[src/logic/timer16_map.svh]
`ifndef TIMER16_MAP_SVH
`define TIMER16_MAP_SVH
// ------------------------------------------------------------
// register offsets (word index on the register port)
// ------------------------------------------------------------
`define OFS_COUNTER     4'h0
`define OFS_COMPARE_A   4'h1
`define OFS_COMPARE_B   4'h2
`define OFS_MODE        4'h3
`define OFS_CC_CTRL     4'h4
`define OFS_OUT_CTRL    4'h5
`define OFS_PRESCALE    4'h6
`define OFS_STATUS      4'h7
// ------------------------------------------------------------
// field positions
// ------------------------------------------------------------
`define MODE_SEL_LO     2
`define MODE_SEL_HI     3
`define OC_ENABLE_BIT   0
`define OC_TOGGLE_BIT   1
`define OC_ONESHOT_BIT  2
`define OC_SWTRIG_BIT   6
`define PR_CLK_LO       0
`define PR_CLK_HI       1
`define PR_EDGE_LO      4
`define PR_EDGE_HI      5
`define ST_OVF_BIT      0
// ------------------------------------------------------------
// reset values and counts
// ------------------------------------------------------------
`define RST_REG16       16'h0000
`define ALL_ONES16      16'hFFFF
`define DIV4_LAST       4'h3
`define DIV16_LAST      4'hF
`endif

[src/logic/timer16_pkg.sv]
package timer16_pkg;
  typedef struct packed {
    logic [3:0]  addr;
    logic [15:0] wdata;
    logic        wr;
    logic        rd;
  } reg_req_type;
  typedef enum logic [1:0] {
    MODE_STOP, MODE_EDGE_CLEAR, MODE_FREE_RUN, MODE_MATCH_CLEAR
  } mode_sel_type;
  typedef enum logic [1:0] {
    CLK_DIV1, CLK_DIV4, CLK_DIV16, CLK_INPUT_EDGE
  } clk_sel_type;
  typedef enum logic [1:0] {
    EDGE_FALL, EDGE_RISE, EDGE_NONE, EDGE_BOTH
  } edge_sel_type;
  typedef enum logic [1:0] {
    OS_IDLE, OS_FIRST, OS_SECOND
  } os_state_type;
endpackage : timer16_pkg

[src/logic/timer16_wave_oneshot.sv]
// Local design decisions: the register addresses and strobed register access.
`timescale 1ns/1ps
`include "timer16_map.svh"
// Function
// RULE1 - event counting: count each selected edge, clear and interrupt on compare A
// RULE2 - input pin sampled on system clock, valid only after two equal samples
// RULE3 - clear-on-A event counting sets overflow only when compare A is all ones
// RULE4 - software reads the event count from the main counter
// RULE5 - enable and toggle bits set: invert output every compare A plus one ticks
// RULE6 - software does not rewrite compare A during square-wave running
// RULE7 - software keeps compare A nonzero when clearing on compare A match
// RULE8 - software programs setup and nonzero compares, writes mode last
// RULE9 - software trigger bit clears the counter and restarts counting
// RULE10 - with B below A, output goes active at B, inactive at A
// RULE11 - with B above A, active at A, inactive at B; never equal
// RULE12 - counter keeps running after the pulse until mode set to stop
// RULE13 - software waits for a match interrupt before triggering again
// RULE14 - input edge also triggers one-shot while software trigger is used
// RULE15 - edge select field picks rising, falling or both edges
// RULE16 - selected input edge in one-shot clears and starts the counter
// RULE17 - further input edges ignored while a pulse is in progress
// RULE18 - counter runs whenever mode select is not the stop code
// RULE19 - first match after start may come up to one count tick late
// RULE20 - compare contents need not survive a stop
// RULE21 - software changes edge select only while stopped
// RULE22 - match A and match B interrupts on every match, one-shot included
module timer16_wave_oneshot (
  input  wire logic                      core_clk,
  input  wire logic                      reset,
  input  wire timer16_pkg::reg_req_type  reg_req,
  output logic [15:0]                    reg_rdata,
  input  wire logic                      timer_input_a,
  output logic                           timer_output_pin,
  output logic                           match_a_interrupt,
  output logic                           match_b_interrupt,
  output logic                           counter_overflow_flag
);

  // ------------------------------------------------------------
  // register file
  // ------------------------------------------------------------
  logic [15:0]                main_up_counter;
  logic [15:0]                compare_a;
  logic [15:0]                compare_b;
  logic [15:0]                timer_mode_register;
  logic [15:0]                capture_compare_control;
  logic [15:0]                output_control_register;
  logic [15:0]                prescaler_edge_register;
  logic [15:0]                rdata_r;
  logic                       ovf_r;
  logic                       out_r;
  logic                       irq_a_r;
  logic                       irq_b_r;
  logic [3:0]                 div_r;
  logic                       sync1_r;
  logic                       sync2_r;
  logic                       samp_r;
  logic                       stable_r;
  timer16_pkg::os_state_type  os_r;

  logic                       wr_hit_mode;
  logic                       running;
  timer16_pkg::mode_sel_type  mode_sel;
  timer16_pkg::clk_sel_type   clk_sel;
  timer16_pkg::edge_sel_type  edge_sel;
  logic                       out_enable;
  logic                       toggle_en;
  logic                       oneshot_en;
  logic                       sw_trig;
  logic                       valid_lvl;
  logic                       rise_det;
  logic                       fall_det;
  logic                       sel_edge;
  logic                       div_tick;
  logic                       count_en;
  logic                       restart;
  logic                       match_a;
  logic                       match_b;
  logic                       first_is_b;
  logic                       first_hit;
  logic                       second_hit;
  logic                       ovf_set;
  logic                       ovf_clr;

  assign wr_hit_mode = reg_req.wr && reg_req.addr == `OFS_MODE;
  assign mode_sel    = timer16_pkg::mode_sel_type'(
                         timer_mode_register[`MODE_SEL_HI:`MODE_SEL_LO]);
  assign running     = mode_sel != timer16_pkg::MODE_STOP; // RULE18
  assign clk_sel     = timer16_pkg::clk_sel_type'(
                         prescaler_edge_register[`PR_CLK_HI:`PR_CLK_LO]);
  assign edge_sel    = timer16_pkg::edge_sel_type'(
                         prescaler_edge_register[`PR_EDGE_HI:`PR_EDGE_LO]);
  assign out_enable  = output_control_register[`OC_ENABLE_BIT];
  assign toggle_en   = output_control_register[`OC_TOGGLE_BIT];
  assign oneshot_en  = output_control_register[`OC_ONESHOT_BIT];
  assign sw_trig     = reg_req.wr && reg_req.addr == `OFS_OUT_CTRL
                       && reg_req.wdata[`OC_SWTRIG_BIT]; // RULE9

  // compares are simply held over a stop; nothing depends on that
  always_ff @(posedge core_clk)
  begin
    if (reset)
    begin
      compare_a <= `RST_REG16;
      compare_b <= `RST_REG16;
    end
    else if (reg_req.wr)
    begin
      if (reg_req.addr == `OFS_COMPARE_A)
        compare_a <= reg_req.wdata; // RULE20
      if (reg_req.addr == `OFS_COMPARE_B)
        compare_b <= reg_req.wdata;
    end
  end

  always_ff @(posedge core_clk)
  begin
    if (reset)
      timer_mode_register <= `RST_REG16;
    else if (wr_hit_mode)
      timer_mode_register <= reg_req.wdata;
  end

  // trigger bit is an action, never stored
  always_ff @(posedge core_clk)
  begin
    if (reset)
    begin
      capture_compare_control <= `RST_REG16;
      output_control_register <= `RST_REG16;
      prescaler_edge_register <= `RST_REG16;
    end
    else if (reg_req.wr)
    begin
      if (reg_req.addr == `OFS_CC_CTRL)
        capture_compare_control <= reg_req.wdata;
      if (reg_req.addr == `OFS_OUT_CTRL)
      begin
        output_control_register <= reg_req.wdata;
        output_control_register[`OC_SWTRIG_BIT] <= 1'b0;
      end
      if (reg_req.addr == `OFS_PRESCALE)
        prescaler_edge_register <= reg_req.wdata;
    end
  end

  always_ff @(posedge core_clk)
  begin
    if (reset)
      rdata_r <= `RST_REG16;
    else if (reg_req.rd)
    begin
      unique case (reg_req.addr)
        `OFS_COUNTER:   rdata_r <= main_up_counter;
        `OFS_COMPARE_A: rdata_r <= compare_a;
        `OFS_COMPARE_B: rdata_r <= compare_b;
        `OFS_MODE:      rdata_r <= timer_mode_register;
        `OFS_CC_CTRL:   rdata_r <= capture_compare_control;
        `OFS_OUT_CTRL:  rdata_r <= output_control_register;
        `OFS_PRESCALE:  rdata_r <= prescaler_edge_register;
        `OFS_STATUS:    rdata_r <= {13'h0000, os_r != timer16_pkg::OS_IDLE,
                                    out_r, ovf_r};
        default:        rdata_r <= `RST_REG16;
      endcase
    end
  end

  assign reg_rdata = rdata_r;

  // ------------------------------------------------------------
  // input pin sampling and edge detection
  // ------------------------------------------------------------
  always_ff @(posedge core_clk)
  begin
    if (reset)
    begin
      sync1_r  <= 1'b0;
      sync2_r  <= 1'b0;
      samp_r   <= 1'b0;
      stable_r <= 1'b0;
    end
    else
    begin
      sync1_r <= timer_input_a;
      sync2_r <= sync1_r;
      samp_r  <= sync2_r;
      // tracked while stopped too, so a high pin gives no edge on re-enable
      if (valid_lvl)
        stable_r <= sync2_r;
    end
  end

  assign valid_lvl = sync2_r == samp_r; // RULE2
  assign rise_det  = valid_lvl && sync2_r && !stable_r;
  assign fall_det  = valid_lvl && !sync2_r && stable_r;
  // RULE15
  assign sel_edge  = running &&
                     ((rise_det && (edge_sel == timer16_pkg::EDGE_RISE ||
                                    edge_sel == timer16_pkg::EDGE_BOTH)) ||
                      (fall_det && (edge_sel == timer16_pkg::EDGE_FALL ||
                                    edge_sel == timer16_pkg::EDGE_BOTH)));

  // ------------------------------------------------------------
  // count clock
  // ------------------------------------------------------------
  // divider free-runs, so a start lands anywhere inside a tick period
  always_ff @(posedge core_clk)
  begin
    if (reset)
      div_r <= 4'h0;
    else
      div_r <= div_r + 4'h1; // RULE19
  end

  always_comb
  begin
    unique case (clk_sel)
      timer16_pkg::CLK_DIV1:       div_tick = 1'b1;
      timer16_pkg::CLK_DIV4:       div_tick = div_r[1:0] == `DIV4_LAST;
      timer16_pkg::CLK_DIV16:      div_tick = div_r == `DIV16_LAST;
      timer16_pkg::CLK_INPUT_EDGE: div_tick = sel_edge; // RULE1
    endcase
  end

  assign count_en = running && div_tick;

  // ------------------------------------------------------------
  // counter, matches, restart
  // ------------------------------------------------------------
  // RULE14 RULE16 RULE17
  assign restart = running &&
                   ((oneshot_en && (sw_trig ||
                     (sel_edge && os_r == timer16_pkg::OS_IDLE))) ||
                    (!oneshot_en && sel_edge &&
                     mode_sel == timer16_pkg::MODE_EDGE_CLEAR));
  assign match_a = count_en && !restart && main_up_counter == compare_a;
  assign match_b = count_en && !restart && main_up_counter == compare_b;

  always_ff @(posedge core_clk)
  begin
    if (reset)
      main_up_counter <= `RST_REG16;
    else if (!running)
      main_up_counter <= `RST_REG16;
    else if (restart)
      main_up_counter <= `RST_REG16; // RULE9
    else if (match_a && mode_sel == timer16_pkg::MODE_MATCH_CLEAR)
      main_up_counter <= `RST_REG16; // RULE1
    else if (count_en)
      main_up_counter <= main_up_counter + 16'h0001; // RULE12
  end

  // all-ones rollover; in clear-on-A only reachable with A all ones
  assign ovf_set = count_en && !restart && main_up_counter == `ALL_ONES16; // RULE3
  assign ovf_clr = reg_req.wr && reg_req.addr == `OFS_STATUS &&
                   reg_req.wdata[`ST_OVF_BIT];

  // set beats a clear in the same cycle
  always_ff @(posedge core_clk)
  begin
    if (reset)
      ovf_r <= 1'b0;
    else if (ovf_set)
      ovf_r <= 1'b1;
    else if (ovf_clr)
      ovf_r <= 1'b0;
  end

  assign counter_overflow_flag = ovf_r;

  always_ff @(posedge core_clk)
  begin
    if (reset)
    begin
      irq_a_r <= 1'b0;
      irq_b_r <= 1'b0;
    end
    else
    begin
      irq_a_r <= match_a; // RULE22
      irq_b_r <= match_b; // RULE22
    end
  end

  assign match_a_interrupt = irq_a_r;
  assign match_b_interrupt = irq_b_r;

  // ------------------------------------------------------------
  // one-shot sequencing and output
  // ------------------------------------------------------------
  assign first_is_b = compare_b < compare_a;
  // RULE10 RULE11
  assign first_hit  = first_is_b ? match_b : match_a;
  assign second_hit = first_is_b ? match_a : match_b;

  always_ff @(posedge core_clk)
  begin
    if (reset || !running || !oneshot_en)
      os_r <= timer16_pkg::OS_IDLE;
    else if (restart)
      os_r <= timer16_pkg::OS_FIRST;
    else
    begin
      unique case (os_r)
        timer16_pkg::OS_IDLE:   os_r <= timer16_pkg::OS_IDLE;
        timer16_pkg::OS_FIRST:  if (first_hit) os_r <= timer16_pkg::OS_SECOND;
        timer16_pkg::OS_SECOND: if (second_hit) os_r <= timer16_pkg::OS_IDLE;
        default:                os_r <= timer16_pkg::OS_IDLE;
      endcase
    end
  end

  always_ff @(posedge core_clk)
  begin
    if (reset || !out_enable)
      out_r <= 1'b0;
    else if (oneshot_en)
    begin
      if (restart)
        out_r <= 1'b0;
      else if (os_r == timer16_pkg::OS_FIRST && first_hit)
        out_r <= 1'b1; // RULE10 RULE11
      else if (os_r == timer16_pkg::OS_SECOND && second_hit)
        out_r <= 1'b0; // RULE10 RULE11
    end
    else if (toggle_en && match_a)
      out_r <= !out_r; // RULE5
  end

  assign timer_output_pin = out_r;
endmodule : timer16_wave_oneshot

[config.mk]
export PLATFORM = sky130hd
export DESIGN_NAME = timer16_wave_oneshot
export DESIGN_NICKNAME = d
export VERILOG_FILES = /design/src/logic/timer16_pkg.sv /design/src/logic/timer16_wave_oneshot.sv
export VERILOG_INCLUDE_DIRS = /design/src /design/src/logic
export SDC_FILE = /design/constraint.sdc
export NUM_CORES = 1
export LEC_CHECK = 0
export BUFFER_PORTS_ARGS = -buffer_cell sky130_fd_sc_hd__buf_2
export CAP_MARGIN = 15
export CORE_MARGIN = 5
export CORE_UTILIZATION = 40
export DETAILED_ROUTE_END_ITERATION = 7
export PLACE_DENSITY = 0.54
export REMOVE_ABC_BUFFERS = 1
export SLEW_MARGIN = 20
export SYNTH_ARGS = -nofsm -noshare
export SYNTH_HDL_FRONTEND = slang
export SYNTH_SLANG_ARGS = --single-unit
[constraint.sdc]
create_clock -name core_clk -period 3 [get_ports core_clk]
set_input_delay 0.15 -clock core_clk [delete_from_list [all_inputs] [get_ports core_clk]]
set_output_delay 0.15 -clock core_clk [all_outputs]
set_load 0.01 [all_outputs]
Word level (Yosys, flattened, before mapping)
Cells that the tools add are included.
{ "word_totals": {"in_bits": 25, "reg_bits": 141, "elab_cells": 124, "out_inout_bits": 20} }
{ "classes": {"mux": 15, "order_cmp": 1, "n_eq_ne": 27, "reduce_logical": 59, "add_sub_neg": 2, "bitwise_logic": 1} }
{ "ops": {"columns": ["op", "n"], "rows": [
  ["one-hot mux 16 bit (8 select lines)", 1],
  ["equality test 16 bit", 2],
  ["logical AND 1 bit", 26],
  ["adder 16 x 1 -> 16 bit (second input constant)", 1],
  ["equality test 16 bit (second input constant)", 1],
  ["equality test 4 x 3 -> 1 bit (second input constant)", 4],
  ["< comparator 16 bit", 1],
  ["AND reduction 2 bit", 8],
  ["equality test 2 bit (second input constant)", 6],
  ["two-way mux 1 bit", 10],
  ["equality test 2 x 1 -> 1 bit (second input constant)", 4],
  ["equality test 4 x 2 -> 1 bit (second input constant)", 2],
  ["logical OR 1 bit", 8],
  ["nonzero test 2 bit", 4],
  ["zero test 1 bit", 7],
  ["zero test 2 bit", 3],
  ["inequality test 3 bit (second input constant)", 2],
  ["adder 4 x 1 -> 4 bit (second input constant)", 1],
  ["equality test 4 x 1 -> 1 bit (second input constant)", 1],
  ["equality test 4 bit (second input constant)", 1],
  ["zero test 4 bit", 1],
  ["two-way mux 2 bit", 2],
  ["inequality test 2 bit (second input constant)", 2],
  ["inequality test 4 x 1 -> 1 bit (second input constant)", 1],
  ["other kinds (6)", 6]
]} }

Depth between registers and ports, before layout
{ "logic_depth": {"depth_word": 20, "depth_mapped": 10, "ltp_nobuf": 9} }

Worst setup path before layout
Ideal clock, no wire load.
{ "synth_timing": {"path_type": "reg-to-reg", "startpoint": "register compare_a[5]", "endpoint": "register out_r, in the netlist timer_output_pin", "required_ps": 2879, "n_path_buf": 0, "path_stages_with_launch": 10, "slack_ps": 914, "setup_ps": 121, "period_less_slack_ps": 2086, "t_arrival_ps": 1965, "path_cell_list": "dfxtp_1 -> inv_1 -> ha_1 -> a211o_1 -> a31oi_1 -> o21ai_0 -> a21oi_1 -> mux2_2 -> a21oi_1 -> o31ai_1"} }
{ "synth_between": {"elab_chain_len": 7, "word_cells_on_any_way": 14, "classes_between": "order compare: 1; eq/ne: 2; mux: 5; reduce/logical: 6"} }
{ "synth_lines": {"columns": ["element", "line", "rtl"], "rows": [
  ["start, declared", "timer16_wave_oneshot.sv:43", "logic [15:0] compare_a;"],
  ["start signal, assigned", "timer16_wave_oneshot.sv:104", "compare_a <= `RST_REG16;"],
  ["start signal, assigned", "timer16_wave_oneshot.sv:110", "compare_a <= reg_req.wdata;"],
  ["parallel branches: the longest is 7 deep, another holds < comparator 16 bit", null, null],
  ["end signal, assigned", "timer16_wave_oneshot.sv:327", "out_r <= !out_r;"],
  ["end, declared", "timer16_wave_oneshot.sv:51", "logic out_r;"]
]} }
Parallel ways; which one is timed is not known.
A chain may end at the register's enable or synchronous reset.

Worst setup path in the final report
{ "layout_timing": {"startpoint": "register prescaler_edge_register[5]", "endpoint": "register out_r, in the netlist timer_output_pin"} }
{ "layout_between": {"elab_chain_len": 18, "word_cells_on_any_way": 33, "classes_between": "eq/ne: 3; mux: 6; reduce/logical: 24"} }
{ "layout_lines": {"columns": ["element", "line", "rtl"], "rows": [
  ["start, declared", "timer16_wave_oneshot.sv:48", "logic [15:0] prescaler_edge_register;"],
  ["start signal, assigned", "timer16_wave_oneshot.sv:131", "prescaler_edge_register <= `RST_REG16;"],
  ["start signal, assigned", "timer16_wave_oneshot.sv:143", "prescaler_edge_register <= reg_req.wdata;"],
  ["equality test 2 x 1 -> 1 bit, or another cell as far along", "timer16_wave_oneshot.sv:198", "((rise_det && (edge_sel == timer16_pkg::EDGE_RISE ||"],
  ["logical OR 1 bit, on equally long branches", "timer16_wave_oneshot.sv:198, timer16_wave_oneshot.sv:200", null],
  ["logical AND 1 bit, on equally long branches", "timer16_wave_oneshot.sv:198, timer16_wave_oneshot.sv:200", null],
  ["logical OR 1 bit (*)", "timer16_wave_oneshot.sv:199", "edge_sel == timer16_pkg::EDGE_BOTH)) ||"],
  ["logical AND 1 bit (*)", "timer16_wave_oneshot.sv:197", "assign sel_edge = running &&"],
  ["logical AND 1 bit", "timer16_wave_oneshot.sv:233", "(sel_edge && os_r == timer16_pkg::OS_IDLE))) ||"],
  ["logical OR 1 bit", "timer16_wave_oneshot.sv:232", "((oneshot_en && (sw_trig ||"],
  ["logical AND 1 bit", "timer16_wave_oneshot.sv:232", null],
  ["[... 2 more ...]", null, null],
  ["zero test 1 bit", "timer16_wave_oneshot.sv:236, timer16_wave_oneshot.sv:237", null],
  ["logical AND 1 bit", "timer16_wave_oneshot.sv:236, timer16_wave_oneshot.sv:237", null],
  ["logical AND 1 bit, on equally long branches", "timer16_wave_oneshot.sv:236, timer16_wave_oneshot.sv:237", null],
  ["two-way mux 1 bit", "timer16_wave_oneshot.sv:293", "assign first_hit = first_is_b ? match_b : match_a;"],
  ["logical AND 1 bit", "timer16_wave_oneshot.sv:321", "else if (os_r == timer16_pkg::OS_FIRST && first_hit)"],
  ["two-way mux 1 bit", "timer16_wave_oneshot.sv:321", null],
  ["two-way mux 1 bit", "timer16_wave_oneshot.sv:319", "if (restart)"],
  ["two-way mux 1 bit", "timer16_wave_oneshot.sv:317", "else if (oneshot_en)"]
]} }
Every way passes the cells marked *; elsewhere a longest branch is shown, timed or not.

==> results.sh <==
export IMPL_tns_ns=0
export IMPL_synth_top_area_share_pct=42.3
export IMPL_start_util_pct=40.5
export IMPL_worst_path_max_delay_cell="o21ai_0"
export IMPL_grt_pass1_vias=5941
export IMPL_place_congestion=0.897
export IMPL_grtUsageTotal_pct=22.5
export IMPL_r2r_worst_path_cells=9
export IMPL_drive_gt1_share_pct=12.3
export IMPL_nets=922
export IMPL_post_route_period_util_pct=86.0
export IMPL_power_density_nw_per_um2=565
export IMPL_yosys_cell_types_count=51
export IMPL_synthCells=848
export IMPL_port_buffers=44
export IMPL_synth_common_cells="229 x nand2_1, 141 x dfxtp_1, 106 x a21oi_1"
export IMPL_yosysSeqAreaShare_pct=42.3
export IMPL_clock_latency_ns=0.42
export IMPL_dp_cells=1073
export IMPL_detail_route_iter0_violations=592
export IMPL_die_width_um=139
export IMPL_antenna_left=0
export IMPL_hold_viol=0
export IMPL_ys_top_cells_by_area="dfxtp_1 42%, nand2_1 13%, a21oi_1 7.9%"
export IMPL_max_slew_margin_pct=39.5
export IMPL_antenna_cells=0
export IMPL_crit_fanout=4
export IMPL_p_leak_nw=2.98
export IMPL_drt_wl_total_um=21700
export IMPL_postCtsSetupRepairBufs=0
export IMPL_setup_viol=0
export IMPL_grt_first_pass_wirelength_um=34100
export IMPL_worst_setup_path_type="flop to flop"
export IMPL_numCtsBuffers=17
export IMPL_worstPathCellList="inv_1 > ha_1 > o21ai_0 > o21ai_0 > a21o_1 > a211oi_1 > mux2_2 > a21oi_1 > o31ai_1"
export IMPL_hp_class="input port to flop"
export IMPL_finalCriticalPeriod_ns=2.58
export IMPL_critPathMaxStageDelay_ns=0.42
export IMPL_nFillCells=1663
export IMPL_drv_slew=0
export IMPL_layout_cells_non_filler=1107
export IMPL_synth_edff_count=0
export IMPL_die_y_um=139
export IMPL_grt_ovfl_total=0
export IMPL_via_per_inst=5.64
export IMPL_grt_max_degree=72
export IMPL_io_pins=45
export IMPL_worst_ep_required_time_ns=3.34
export IMPL_syn_avg_cell_area_um2=7.87
export IMPL_fin_skew_ns=0.0108
export IMPL_hold_depth=3
export IMPL_root_buffer="clkbuf_16"
export IMPL_cap_violations=0
export IMPL_core_um2=16500
export IMPL_synth_seq_cells=141
export IMPL_yosys_warnings=0
export IMPL_htree_levels=4
export IMPL_ir_drop_uv=415
export IMPL_first_pass_iters=6
export IMPL_cp_arrival_ns=2.92
export IMPL_dr_total_vias=6238
export IMPL_synth_area_um2=6670
export IMPL_clk_pin_slew_ns=0.06
export IMPL_critPathMostFrequentCell="o21ai_0"
export IMPL_synth_top_area_cell="dfxtp_1"
export IMPL_antenna_found_initial=0
export IMPL_worst_pin_slew_ns=0.906
export IMPL_synth_ff_type="dfxtp_1"
export IMPL_die_area_um2=19400
export IMPL_synth_async_reset_ratio_pct=0
export IMPL_timing_fmax_ghz=0.388
export IMPL_start_kind="flop"
export IMPL_wl_per_cell_um=19.6
export IMPL_cts_tree="done"
export IMPL_outcome="finished clean"
export IMPL_row_count=47
export IMPL_dp_hpwl_um=14700
export IMPL_cts_buffer_depth=2
export IMPL_post_synth_top_count_cell="nand2_1"
export IMPL_drc_errors=0
export IMPL_area_growth_pct=16.9
export IMPL_rsz0062_at_grt="false"
export IMPL_worstSetupEndpointType="flop"
export IMPL_cts_sinks=141
==> where the power goes <==
part | switching (mW) | internal [mW]
Sequential | 0.0233 | 1.91
Clock | 0.821 | 1.39
Combinational | 0.182 | 0.0906
Total | 1.03 | 3.39
==> critical path, delay by kind of cell, from the launching register on <==
kind	cells	cell delay, ns
buffers and inverters	1	0.06
muxes	1	0.26
AOI/OAI and AO/OA	6	1.61
DFF	1	0.39
adders and majority gates	1	0.17
==> per-stage QoR <==
step                      util [%]  hold slack (ns)  setup slack, ns  total power, mW  cell area (µm²)
final                         47.4           0.0259            0.421             4.41             7800
after global placement        43.4            0.359            0.587             2.23             7150
after CTS                     47.4          0.00870            0.499             4.44             7800
after floorplan                  -            0.217           0.0128             2.08             6430
after detailed placement      43.4            0.367            0.508             2.23             7150
after global routing          47.4           0.0138            0.159             4.56             7800
==> cells in the final DEF, fill, tap and decap left out, types with 3 or more instances in the layout <==
| master | synthesis | final |
|---|---|---|
| a211o_1 | 3 | 3 |
| a211oi_1 | 10 | 10 |
| a21oi_1 | 106 | 106 |
| a221oi_1 | 18 | 18 |
| a22o_1 | 12 | 12 |
| a22oi_1 | 15 | 15 |
| a311oi_1 | 6 | 6 |
| and2_0 | 4 | 4 |
| and2_1 | 4 | 4 |
| buf_2 | 3 | 43 |
| buf_4 | 1 | 23 |
| bufinv_16 | 0 | 3 |
| clkbuf_16 | 0 | 17 |
| clkbuf_8 | 0 | 4 |
| clkinvlp_4 | 0 | 3 |
| dfxtp_1 | 141 | 141 |
| dlygate4sd3_1 | 0 | 4 |
| ha_1 | 21 | 21 |
| inv_1 | 24 | 24 |
| mux2_2 | 3 | 3 |
| mux2i_1 | 4 | 4 |
| nand2_1 | 229 | 229 |
| nand3_1 | 16 | 16 |
| nand4_1 | 11 | 11 |
| nor2_1 | 49 | 49 |
| nor2b_1 | 8 | 8 |
| nor4_1 | 9 | 8 |
| o21ai_0 | 8 | 8 |
| xnor2_1 | 6 | 6 |
| xor2_1 | 43 | 43 |
==> what timing repair did <==
action / 4_1_cts / 5_1_grt
resized for setup: 0 / 0
hold endpoints to repair: 4 / 0
hold buffers: 4 / 0
==> kinds of logic after synthesis <==
family / after synthesis / synth area share (%)
XOR/XNOR: 49 / 6.43
buffers and inverters: 86 / 4.95
multiplexers: 7 / 1.11
AO/OA/AOI/OAI: 194 / 18.6
flip-flops: 141 / 42.3
AND/OR/NAND/NOR: 350 / 22.7
adder cells (fa/ha/maj): 21 / 3.94
==> metal layers <==
layer,wire length (µm),vias up,track usage (%)
met1,9490,2999,30.6
met2,10200,252,35.8
met4,442,0,6.75
met5,0,-,0
met3,1640,27,5.17
li1,-,2960,-
==> final timing paths <==
check / from / end / slack (ns)
worst max-delay path: prescaler_edge_register[5] / timer_output_pin / 0.42
worst min-delay path: reg_req[10] / timer_mode_register[8] / 0.03
worst max register to register: prescaler_edge_register[5] / timer_output_pin / 0.42
worst min register to register: sync1_r / sync2_r / 0.44
==> area by class of cell <==
type / instances / area (µm²) / area share [%]
Tap cell: 220 / 275 / 3.53
Inverter: 24 / 90.1 / 1.15
Clock inverter: 9 / 135 / 1.73
Multi-Input combinational cell: 621 / 3550 / 45.5
Timing Repair Buffer: 71 / 448 / 5.74
Sequential cell: 141 / 2820 / 36.2
Clock buffer: 21 / 480 / 6.16
==> flip-flops by register name (all words and copies together) (netlist names), 15 cells and up <==
| register | flops |
|---|---|
| timer_mode_register | 16 |
| capture_compare_control | 16 |
| compare_b | 16 |
| compare_a | 16 |
| reg_rdata | 16 |
| main_up_counter | 16 |
| prescaler_edge_register | 16 |
| output_control_register | 15 |
Note: power is estimated with default switching activity, not from simulation.
